--- config.mk ---
export PLATFORM = sky130hd
export DESIGN_NAME = sar_adc_serial_readout
export DESIGN_NICKNAME = d
export VERILOG_FILES = /design/src/hw/sar_adc_readout_pkg.sv /design/src/hw/bit_sync.sv /design/src/hw/result_fifo.sv /design/src/hw/sar_adc_serial_readout.sv
export VERILOG_INCLUDE_DIRS = /design/src /design/src/hw
export SDC_FILE = /design/constraint.sdc
export NUM_CORES = 1
export LEC_CHECK = 0
export BUFFER_PORTS_ARGS = -buffer_cell sky130_fd_sc_hd__buf_2
export CORE_MARGIN = 8
export CORE_UTILIZATION = 55
export DETAILED_ROUTE_END_ITERATION = 10
export GPL_ROUTABILITY_DRIVEN = 0
export PLACE_DENSITY = 0.71
export SETUP_SLACK_MARGIN = 0.15
export SYNTH_ARGS = -nofsm -noshare
export SYNTH_HDL_FRONTEND = slang
export SYNTH_SLANG_ARGS = --single-unit
--- constraint.sdc ---
create_clock -name mclk -period 6.5 [get_ports mclk]
set_clock_uncertainty 0.2 [all_clocks]
set_input_delay 0.65 -clock mclk [delete_from_list [all_inputs] [get_ports mclk]]
set_output_delay 0.65 -clock mclk [all_outputs]
set_load 0.01 [all_outputs]
--- src/hw/sar_adc_readout_regs.svh ---
// Purpose: timing counts, fixed words and sizes for the converter readout logic
// Assumes: mclk at 10 MHz
// Notes: definitions only
`ifndef SAR_ADC_READOUT_REGS_SVH
`define SAR_ADC_READOUT_REGS_SVH

`define RESULT_BITS 16
`define MCLK_PERIOD_PS 100000
// conversion must end within this time, so it rounds down, floored at one cycle
`define CONV_TIME_NS 63
`define CONV_CYCLES_RAW ((`CONV_TIME_NS * 1000) / `MCLK_PERIOD_PS)
`define CONV_CYCLES ((`CONV_CYCLES_RAW < 1) ? 1 : `CONV_CYCLES_RAW)
// acquisition is a least time, so it rounds up
`define ACQ_TIME_PS 27700
`define ACQ_CYCLES ((`ACQ_TIME_PS + `MCLK_PERIOD_PS - 1) / `MCLK_PERIOD_PS)
`define STABILISE_TIME_MS 20
`define PATTERN_ONE_LANE 16'hA07F
`define PATTERN_TWO_LANE 16'hCC3F
`define DISCARD_COUNT 2'h2
`define EDGES_ONE_LANE 5'h10
`define EDGES_TWO_LANE 5'h08
`define FIFO_DEPTH 32

`endif

--- src/hw/sar_adc_readout_pkg.sv ---
// Purpose: types shared by the converter readout logic
// Assumes: 16-bit results
// Notes: none
package sar_adc_readout_pkg;

    typedef struct packed {
        logic invalid;
        logic [15:0] data;
    } result_word_type;

    typedef enum logic [1:0] {
        CONV_IDLE,
        CONV_BUSY,
        CONV_PUSH,
        CONV_ACQUIRE
    } conv_phase_type;

    typedef struct packed {
        logic cnv_prev;
        logic rclk_prev;
        conv_phase_type phase;
        logic [7:0] cnt;
        logic [1:0] discard;
        result_word_type pending;
        logic loaded;
        logic dual;
        logic [15:0] shift;
        logic [4:0] edges;
        logic lane_a;
        logic lane_b;
        logic echo;
        logic lane_a_en;
        logic lane_b_en;
        logic echo_en;
        logic invalid;
    } readout_state_type;

endpackage

--- src/hw/bit_sync.sv ---
// Purpose: two-flop synchroniser for a group of level inputs
// Assumes: inputs are levels from outside the mclk domain
// Notes: only the second stage is visible
`timescale 1ns/1ps
module bit_sync #(
    parameter int WIDTH = 5
) (
    input wire logic mclk,
    input wire logic rst_n,
    input wire logic [WIDTH-1:0] async_in,
    output logic [WIDTH-1:0] sync_out
);
    typedef struct packed {
        logic [WIDTH-1:0] stage1;
        logic [WIDTH-1:0] stage2;
    } sync_state_type;

    sync_state_type state_ff;
    sync_state_type nxt_state;

    always_comb begin
        nxt_state = state_ff;
        nxt_state.stage1 = async_in;
        nxt_state.stage2 = state_ff.stage1;
    end

    always_ff @(posedge mclk or negedge rst_n) begin
        if (!rst_n) begin
            state_ff <= '0;
        end else begin
            state_ff <= nxt_state;
        end
    end

    assign sync_out = state_ff.stage2;
endmodule

--- src/hw/result_fifo.sv ---
// Purpose: result buffer between conversion and serial readout
// Assumes: one clock; flush empties it in one cycle
// Notes: pop and push may happen in the same cycle
`timescale 1ns/1ps
module result_fifo #(
    parameter int WIDTH = 17,
    parameter int DEPTH = 32
) (
    input wire logic mclk,
    input wire logic rst_n,
    input wire logic flush,
    input wire logic in_valid,
    output logic in_ready,
    input wire logic [WIDTH-1:0] in_data,
    output logic out_valid,
    input wire logic out_ready,
    output logic [WIDTH-1:0] out_data
);
    localparam int PTR_W = (DEPTH > 1) ? $clog2(DEPTH) : 1;
    localparam int CNT_W = $clog2(DEPTH + 1);
    localparam logic [CNT_W-1:0] FULL_COUNT = CNT_W'(DEPTH);
    localparam logic [PTR_W-1:0] LAST_PTR = PTR_W'(DEPTH - 1);

    typedef struct packed {
        logic [PTR_W-1:0] wr_ptr;
        logic [PTR_W-1:0] rd_ptr;
        logic [CNT_W-1:0] count;
    } fifo_state_type;

    fifo_state_type state_ff;
    fifo_state_type nxt_state;
    logic [WIDTH-1:0] mem [DEPTH];
    logic push;
    logic pop;

    assign in_ready = (state_ff.count != FULL_COUNT);
    assign out_valid = (state_ff.count != '0);
    assign out_data = mem[state_ff.rd_ptr];
    assign push = in_valid && in_ready && !flush;
    assign pop = out_valid && out_ready && !flush;

    always_comb begin
        nxt_state = state_ff;
        if (flush) begin
            nxt_state = '0;
        end else begin
            if (push) begin
                nxt_state.wr_ptr = (state_ff.wr_ptr == LAST_PTR) ? '0 : state_ff.wr_ptr + 1'b1;
            end
            if (pop) begin
                nxt_state.rd_ptr = (state_ff.rd_ptr == LAST_PTR) ? '0 : state_ff.rd_ptr + 1'b1;
            end
            if (push && !pop) begin
                nxt_state.count = state_ff.count + 1'b1;
            end else if (pop && !push) begin
                nxt_state.count = state_ff.count - 1'b1;
            end
        end
    end

    always_ff @(posedge mclk or negedge rst_n) begin
        if (!rst_n) begin
            state_ff <= '0;
        end else begin
            state_ff <= nxt_state;
        end
    end

    always_ff @(posedge mclk) begin
        if (push) begin
            mem[state_ff.wr_ptr] <= in_data;
        end
    end
endmodule

--- src/hw/sar_adc_serial_readout.sv ---
// Purpose: conversion control and serial readout of a 16-bit SAR converter
// Assumes: analog_code is the front end's settled code, read at the start edge
// Notes: readout clock is sampled by mclk; its period must span several mclk
`timescale 1ns/1ps
`include "sar_adc_readout_regs.svh"
module sar_adc_serial_readout
    import sar_adc_readout_pkg::*;
#(
    parameter int FIFO_DEPTH = `FIFO_DEPTH,
    parameter int CONV_CYCLES = `CONV_CYCLES,
    parameter int ACQ_CYCLES = `ACQ_CYCLES
) (
    input wire logic mclk,
    input wire logic rst_n,
    input wire logic power_down_n,
    input wire logic convert_start,
    input wire logic readout_clock,
    input wire logic dual_lane_select,
    input wire logic pattern_force,
    input wire logic [15:0] analog_code,
    output logic lane_a_data,
    output logic lane_a_en,
    output logic lane_b_data,
    output logic lane_b_en,
    output logic echoed_clock_out,
    output logic echoed_clock_en,
    output logic result_invalid
);
    localparam logic [7:0] CONV_LOAD = 8'(CONV_CYCLES - 1);
    localparam logic [7:0] ACQ_LOAD = 8'((ACQ_CYCLES < 1) ? 0 : ACQ_CYCLES - 1);

    logic [4:0] pins_sync;
    logic pd_n_s;
    logic cnv_s;
    logic rclk_s;
    logic dual_s;
    logic pat_s;

    bit_sync #(
        .WIDTH(5)
    ) u_pin_sync (
        .mclk(mclk),
        .rst_n(rst_n),
        .async_in({power_down_n, convert_start, readout_clock, dual_lane_select,
                   pattern_force}),
        .sync_out(pins_sync)
    );

    assign pd_n_s = pins_sync[4];
    assign cnv_s = pins_sync[3];
    assign rclk_s = pins_sync[2];
    assign dual_s = pins_sync[1];
    assign pat_s = pins_sync[0];

    readout_state_type state_ff;
    readout_state_type nxt_state;

    logic fifo_in_valid;
    logic fifo_in_ready;
    logic fifo_out_valid;
    logic fifo_out_ready;
    result_word_type fifo_out_word;
    logic fifo_flush;

    result_fifo #(
        .WIDTH($bits(result_word_type)),
        .DEPTH(FIFO_DEPTH)
    ) u_result_fifo (
        .mclk(mclk),
        .rst_n(rst_n),
        .flush(fifo_flush),
        .in_valid(fifo_in_valid),
        .in_ready(fifo_in_ready),
        .in_data(state_ff.pending),
        .out_valid(fifo_out_valid),
        .out_ready(fifo_out_ready),
        .out_data(fifo_out_word)
    );

    logic cnv_rise;
    logic rclk_edge;
    logic [15:0] conv_word;
    logic [15:0] shifted;
    logic [4:0] edges_total;
    logic [4:0] edges_next;

    // hold conversions back while the buffer is full; flush on power-down
    assign fifo_flush = !pd_n_s;
    assign fifo_in_valid = (state_ff.phase == CONV_PUSH) && pd_n_s;
    assign fifo_out_ready = pd_n_s && !state_ff.loaded;

    assign cnv_rise = cnv_s && !state_ff.cnv_prev;
    assign rclk_edge = (rclk_s != state_ff.rclk_prev);

    // fixed word replaces the result while forcing is on
    always_comb begin
        conv_word = analog_code;
        if (pat_s) begin
            if (dual_s) begin
                conv_word = `PATTERN_TWO_LANE;
            end else begin
                conv_word = `PATTERN_ONE_LANE;
            end
        end
    end

    // per-word pairing: one bit per edge, or two with lane B
    always_comb begin
        if (state_ff.dual) begin
            shifted = {state_ff.shift[13:0], 2'b00};
            edges_total = `EDGES_TWO_LANE;
        end else begin
            shifted = {state_ff.shift[14:0], 1'b0};
            edges_total = `EDGES_ONE_LANE;
        end
        edges_next = state_ff.edges + 5'h01;
    end

    always_comb begin
        nxt_state = state_ff;
        nxt_state.cnv_prev = cnv_s;
        nxt_state.rclk_prev = rclk_s;

        // conversion sequencer
        case (state_ff.phase)
            CONV_IDLE: begin
                if (cnv_rise) begin
                    nxt_state.pending.data = analog_code;
                    nxt_state.phase = CONV_BUSY;
                    nxt_state.cnt = CONV_LOAD;
                end
            end
            CONV_BUSY: begin
                if (state_ff.cnt == 8'h00) begin
                    nxt_state.pending.data = pat_s ? conv_word : state_ff.pending.data;
                    nxt_state.pending.invalid = (state_ff.discard != 2'h0);
                    if (state_ff.discard != 2'h0) begin
                        nxt_state.discard = state_ff.discard - 2'h1;
                    end
                    nxt_state.phase = CONV_PUSH;
                end else begin
                    nxt_state.cnt = state_ff.cnt - 8'h01;
                end
            end
            CONV_PUSH: begin
                if (fifo_in_ready) begin
                    nxt_state.phase = CONV_ACQUIRE;
                    nxt_state.cnt = ACQ_LOAD;
                end
            end
            CONV_ACQUIRE: begin
                // a start edge during acquisition is still honoured
                if (cnv_rise) begin
                    nxt_state.pending.data = analog_code;
                    nxt_state.phase = CONV_BUSY;
                    nxt_state.cnt = CONV_LOAD;
                end else if (state_ff.cnt == 8'h00) begin
                    nxt_state.phase = CONV_IDLE;
                end else begin
                    nxt_state.cnt = state_ff.cnt - 8'h01;
                end
            end
            default: begin
                nxt_state.phase = CONV_IDLE;
            end
        endcase

        // serial readout
        nxt_state.echo = rclk_s;
        if (!state_ff.loaded) begin
            if (fifo_out_valid) begin
                nxt_state.loaded = 1'b1;
                nxt_state.dual = dual_s;
                nxt_state.shift = fifo_out_word.data;
                nxt_state.edges = 5'h00;
                nxt_state.invalid = fifo_out_word.invalid;
                nxt_state.lane_a = fifo_out_word.data[15];
                nxt_state.lane_b = dual_s ? fifo_out_word.data[14] : 1'b0;
            end
        end else if (rclk_edge) begin
            nxt_state.shift = shifted;
            nxt_state.edges = edges_next;
            nxt_state.lane_a = shifted[15];
            nxt_state.lane_b = state_ff.dual ? shifted[14] : 1'b0;
            if (edges_next == edges_total) begin
                nxt_state.loaded = 1'b0;
            end
        end

        nxt_state.lane_a_en = 1'b1;
        nxt_state.lane_b_en = dual_s;
        nxt_state.echo_en = 1'b1;

        // power-down overrides everything and rearms the discard count
        if (!pd_n_s) begin
            nxt_state.phase = CONV_IDLE;
            nxt_state.cnt = 8'h00;
            nxt_state.discard = `DISCARD_COUNT;
            nxt_state.loaded = 1'b0;
            nxt_state.shift = 16'h0000;
            nxt_state.edges = 5'h00;
            nxt_state.lane_a = 1'b0;
            nxt_state.lane_b = 1'b0;
            nxt_state.echo = 1'b0;
            nxt_state.lane_a_en = 1'b0;
            nxt_state.lane_b_en = 1'b0;
            nxt_state.echo_en = 1'b0;
            nxt_state.invalid = 1'b0;
        end
    end

    always_ff @(posedge mclk or negedge rst_n) begin
        if (!rst_n) begin
            // power-on reset also rearms the discard of the first two results
            state_ff <= '0;
            state_ff.discard <= `DISCARD_COUNT;
        end else begin
            state_ff <= nxt_state;
        end
    end

    assign lane_a_data = state_ff.lane_a;
    assign lane_a_en = state_ff.lane_a_en;
    assign lane_b_data = state_ff.lane_b;
    assign lane_b_en = state_ff.lane_b_en;
    assign echoed_clock_out = state_ff.echo;
    assign echoed_clock_en = state_ff.echo_en;
    assign result_invalid = state_ff.invalid;
endmodule

-- Word level (Yosys, flattened, before mapping)
Memory sizes are Yosys's and may differ from the RTL's.
Index checks and enable logic that the tools add are counted.
- input bits: 23
- register bits: 86
- memories kept: 1
- RAM bits: 544
- muxes and demuxes: 38
- equal/unequal tests: 25
- add/subtract/negate cells: 7
- reductions and logical operators: 27
- bitwise operators: 1
- memory list (name ; words ; width ; rd ports ; clocked after Yosys merged registers in ; write ports ; line ; RTL):
    u_result_fifo.mem ; 32 ; 17 ; 1 ; 0 ; 1 ; result_fifo.sv:32 ; logic [WIDTH-1:0] mem [DEPTH];
- operator list (cell ; count):
    16-bit 2-to-1 mux ; 4
    22-bit 2-to-1 mux ; 2
    10-bit case mux with 4 select lines ; 1
    16-bit case mux with 2 select lines ; 1
    10-bit 2-to-1 mux ; 3
    27-bit 2-to-1 mux ; 1
    25-bit 2-to-1 mux ; 1
    5-bit 2-to-1 mux ; 5
    19-bit 2-to-1 mux ; 1
    5-bit by 1-bit adder with 5-bit output (second input constant) ; 3
    15-bit 2-to-1 mux ; 1
    12-bit 2-to-1 mux ; 1
    6-bit 2-to-1 mux ; 2
    5-bit == test (second input constant) ; 2
    1-bit 2-to-1 mux ; 10
    2-bit by 1-bit != test with 1-bit output (second input constant) ; 5
    2-bit != test (second input constant) ; 5
    2-bit AND reduction ; 5
    1-bit logical AND ; 9
    3-bit != test (second input constant) ; 3
    8-bit logical NOT ; 1
    8-bit 2-to-1 mux ; 1
    4-bit AND reduction ; 2
    8-bit by 1-bit subtractor with 8-bit output (second input constant) ; 1
    20 further kinds ; 28

-- Logic depth before layout (Yosys ltp)
- depth in word-level cells: 9
- depth in mapped cells: 12

-- Hierarchy
A second synthesis with hierarchy kept.
- cell total of the unflattened synthesis: 1245
- area total of the unflattened synthesis: 25110.3 µm²
- modules (own cells, without submodules) (module ; seq. area each (µm²) ; cells an instance ; area each (µm²) ; times used):
    result_fifo ; 16736.1 ; 936 ; 21828.4 ; 1
    sar_adc_serial_readout ; 1477.7 ; 299 ; 3031.7 ; 1
    bit_sync ; 250.2 ; 10 ; 250.2 ; 1

-- Worst setup path after synthesis
OpenSTA, ideal clock, no wires.
- path kind: reg2reg
- start: register state_ff[57] in the netlist's numbering
- end: register u_result_fifo.state_ff[5] in the netlist's numbering
- setup slack: 3403 ps
- clock period less this slack: 3097 ps
- required time: 6153 ps
- stages on the path, launching flop included: 13
- data arrival time: 2750 ps
- cell sequence: dfrtp_1 > inv_1 > ha_1 > nand2_1 > a31oi_1 > nand2_1 > ha_1 > a21oi_1 > a21boi_0 > o21a_1 > or3_1 > o2111ai_1 > o311ai_0
- longest elaborated chain between the ends: 7
- elaborated cells between the ends (all ways): 10
- classes of those cells: 2 x eq/ne; 2 x mux; 6 x reduce/logical
- RTL lines (item ; line ; RTL):
    start: declaration ; sar_adc_serial_readout.sv:55 ; readout_state_type state_ff;
    start signal: assignment ; sar_adc_serial_readout.sv:218 ; state_ff <= nxt_state;
    2-bit == test (*) ; sar_adc_serial_readout.sv:89 ; assign fifo_in_valid = (state_ff.phase == CONV_PUSH) && pd_n_s;
    1-bit logical AND (*) ; sar_adc_serial_readout.sv:89 ;
    1-bit logical AND (*) (2 in a row) ; result_fifo.sv:39 ; assign push = in_valid && in_ready && !flush;
    1-bit logical NOT or 1-bit logical AND (tied branches) ; result_fifo.sv:55, result_fifo.sv:53 ;
    1-bit logical AND or 6-bit 2-to-1 mux (tied branches) ; result_fifo.sv:55, result_fifo.sv:53 ;
    3-bit by 1-bit != test with 1-bit output (no source line) or 16-bit 2-to-1 mux (tied branches) ; n/a ;
    end signal: assignment ; result_fifo.sv:65 ; state_ff <= nxt_state;
    end: declaration ; result_fifo.sv:30 ; fifo_state_type state_ff;
Mark *: on every way between the ends. The rest lies on a longest branch, timed or not.
A chain may end at the register's enable or synchronous reset.

-- Worst setup path in the final report
Same ends and word-level chain as after synthesis.

==> flow_summary.toml <==
[synth]
synth-edff-count = 544
syn_avg_cell_area_um2 = 19.33
yosys.area_share.simple_pct = 3.548
synth_compound_area_share_pct = 3.748
async_flop_share_pct = 13.51
synth_cell_types = 60
syn-cell-area_um2 = 25040
synth_xor_area_share_pct = 0.4898
synth_fp_nets = 1341
synth_top_family_by_area = "multiplexers"
ys_ff_latch = 629
synthAdderAreaFrac_pct = 1.179
synthFlopType = "edfxtp_1"
yosys_warnings = 0
syn_inst = 1295
synthMuxAreaShare_pct = 15.39
yosysSeqAreaShare_pct = 73.75

[floorplan]
rows = 78
start_util_pct = 55.41
die_h_um = 229.4
die_w_um = 229.4
coreArea_um2 = 45190
dieArea_um2 = 52600
io_pins = 30

[detailed_routing]
vias = 12790
first_iter_violations = 1636
route.detailed.drc = 0
ant_nets = 0
avgRoutedWirePerCell_um = 27.92
dr.pass1.iters = 8
wirelength_um = 56280
via_per_inst = 6.345

[min_path]
hold_path_class = "input port to register"
hold_path_end = "state_ff[38]"
hold_depth = 3
worstHoldStart = "analog_code[8]"

[cts]
cts_buffer_depth = 3
cts_root_buffer = "clkbuf_16"
clock_latency_ns = 0.63
htreeDepth = 2
numCtsBuffers = 60
ctsResizeCount = 0
cts_setup_buffers = 0
path_clk_slew_ns = 0.06
clock_sinks = 629
cts_tree = "built"

[cells_and_area]
nets = 1410
antenna_cells = 0
design_area_um2 = 28210
drive_above_1_share_pct = 26.91
area_growth_syn_to_layout_pct = 12.67

[timing]
drv_slew = 0
fmax_ghz = 0.2604
rsz0062_at_grt = "false"
final-hold-violation-count = 0
min_period_ns = 3.840
report.final.setup_viol = 0
fin_setup_tns_ns = 0
slew_headroom_pct = 18.15
fin_crit_sh_pct = 59.08
worst_slack_ns = 2.660
tightest_slew_ns = 1.228

[outcome]
status = "finished clean"

[run]
maxCapViolCount = 0

[grt]
grt_max_degree = 56
grt_pass1_wl_um = 84590
grt_overflow_total = 0
antenna_found_initial = 0
globalRouteTotalUtil_pct = 21.41
grt_pass1_vias = 13110

[placed_design]
dpl_cell_area_um2 = 26010
dpl_worst_slack_ns = 2.731
io_buffers = 29
place_hpwl_um = 31040

[critical_path]
critical_path_arrival_ns = 4.10
cp_max_fo = 10
r2r_start = "state_ff[57]"
r2r-end = "u_result_fifo.state_ff[5]"
cp-start-kind = "register"
reg2regPathDepth = 12
endpoint_kind = "register"
rrSetupSlack_ns = 2.66
cp_data_required_time_ns = 6.76
critPathKind = "register to register"

[power_and_ir_drop]
vdd_drop_max_mv = 0.2447
leakage_nw = 9.349
total_power_w = 0.01191
p_per_area_nw_per_um2 = 422.3
area by class of cell:
cell class                 count  area [µm²]
clock buffer                  77        1647
clock inverter                37       490.5
fill                        3028       16980
inverter                      39       146.4
multi-input combinational    557        6177
sequential                   629       18470
tap                          600       750.7
timing repair buffer          77       523.0
cells by family after synthesis:
logic type      after synthesis
fa+ha+maj                    23
xor+xnor                     14
flops                       629
buf+inv                     109
mux                         188
simple gates                190
compound gates              142
per-stage QoR:
step                hold slack (ns)  utilization (%)  std cells
CTS                         0.03030            62.42       2016
global route                0.05221            62.42       2016
global placement             0.1328            57.56       1896
floorplan                    0.1312                -       1295
detailed placement           0.1347            57.56       1896
finish                      0.06386            62.42       2016
cells in the final DEF (no fill, tap or decap), types with 11 or more instances in the layout:
master / count
o21ai_0: 40
bufinv_16: 11
dfrtp_1: 81
clkinv_1: 12
inv_1: 37
mux2_2: 15
mux4_2: 156
nor2_2: 32
buf_4: 43
ha_1: 22
nor2_1: 37
edfxtp_1: 544
nand2_1: 52
a222oi_1: 12
mux2i_1: 17
buf_2: 28
clkbuf_16: 61
a21oi_1: 37
nand3_1: 23
report_power, final:
part	switching (W)	internal, W
Sequential	0.000754	0.00508
Clock	0.00149	0.00223
Combinational	0.00120	0.00116
Total	0.00344	0.00847
worst max-delay path by stage:
stage | slack (ns) | startpoint | to
2_1_floorplan | 3.40 | state_ff[57] | u_result_fifo.state_ff[5]
3_3_place_gp | 2.78 | u_result_fifo.state_ff[6] | state_ff[20]
3_5_place_dp | 2.73 | u_result_fifo.state_ff[6] | state_ff[20]
4_1_cts | 2.73 | u_result_fifo.state_ff[6] | state_ff[20]
5_1_grt | 2.43 | state_ff[57] | u_result_fifo.state_ff[5]
6_report | 2.66 | state_ff[57] | u_result_fifo.state_ff[5]
state kept, by name, indices dropped and copies added, names as in the netlist:
signal	flops
u_pin_sync.nxt_state	5
state_ff	53
lane_b_data	1
echoed_clock_out	1
echoed_clock_en	1
lane_a_data	1
u_pin_sync.sync_out	5
u_result_fifo.state_ff	16
lane_b_en	1
u_result_fifo.mem	544
result_invalid	1
routing by layer:
layer | vias up | part of all wire [%] | GRT usage (%)
met5 | - | 0 | 0
met2 | 576 | 50 | 34.92
met1 | 6773 | 40 | 29.55
met3 | 74 | 7.7 | 4.129
li1 | 5369 | - | -
met4 | 0 | 1.9 | 5.878
synth_stat cells, types with 11 or more instances:
cell type    n  area share [%]
edfxtp_1   544              65
mux4_2     156              14
ha_1        22             1.1
nor2_1      69             1.0
nand2_1     52            0.78
clkbuf_1    40            0.60
mux2_2      15            0.67
dfrtp_1     84             8.4
a222oi_1    12            0.48
a21oi_1     37            0.74
o21ai_0     40            0.80
inv_1       37            0.55
buf_4       11            0.33
nand3_1     23            0.46
buf_2       11            0.22
mux2i_1     17            0.68
timing repair:
item	CTS	global route
endpoints found under the setup margin	0	0
hold buffers	6	0
hold endpoints to repair	35	0
critical path, stage by stage (launching register included):
cell and delay [ns]:
dfrtp_1 0.40, inv_1 0.12, ha_1 0.25, nand2_1 0.09, a31oi_1 0.75, nand2_1 0.36, ha_1 0.42, a21oi_1 0.17
a21boi_0 0.14, o21a_1 0.23, or3_1 0.33, o2111ai_1 0.10, o311ai_0 0.14
Power figures use the tool's default switching activity.
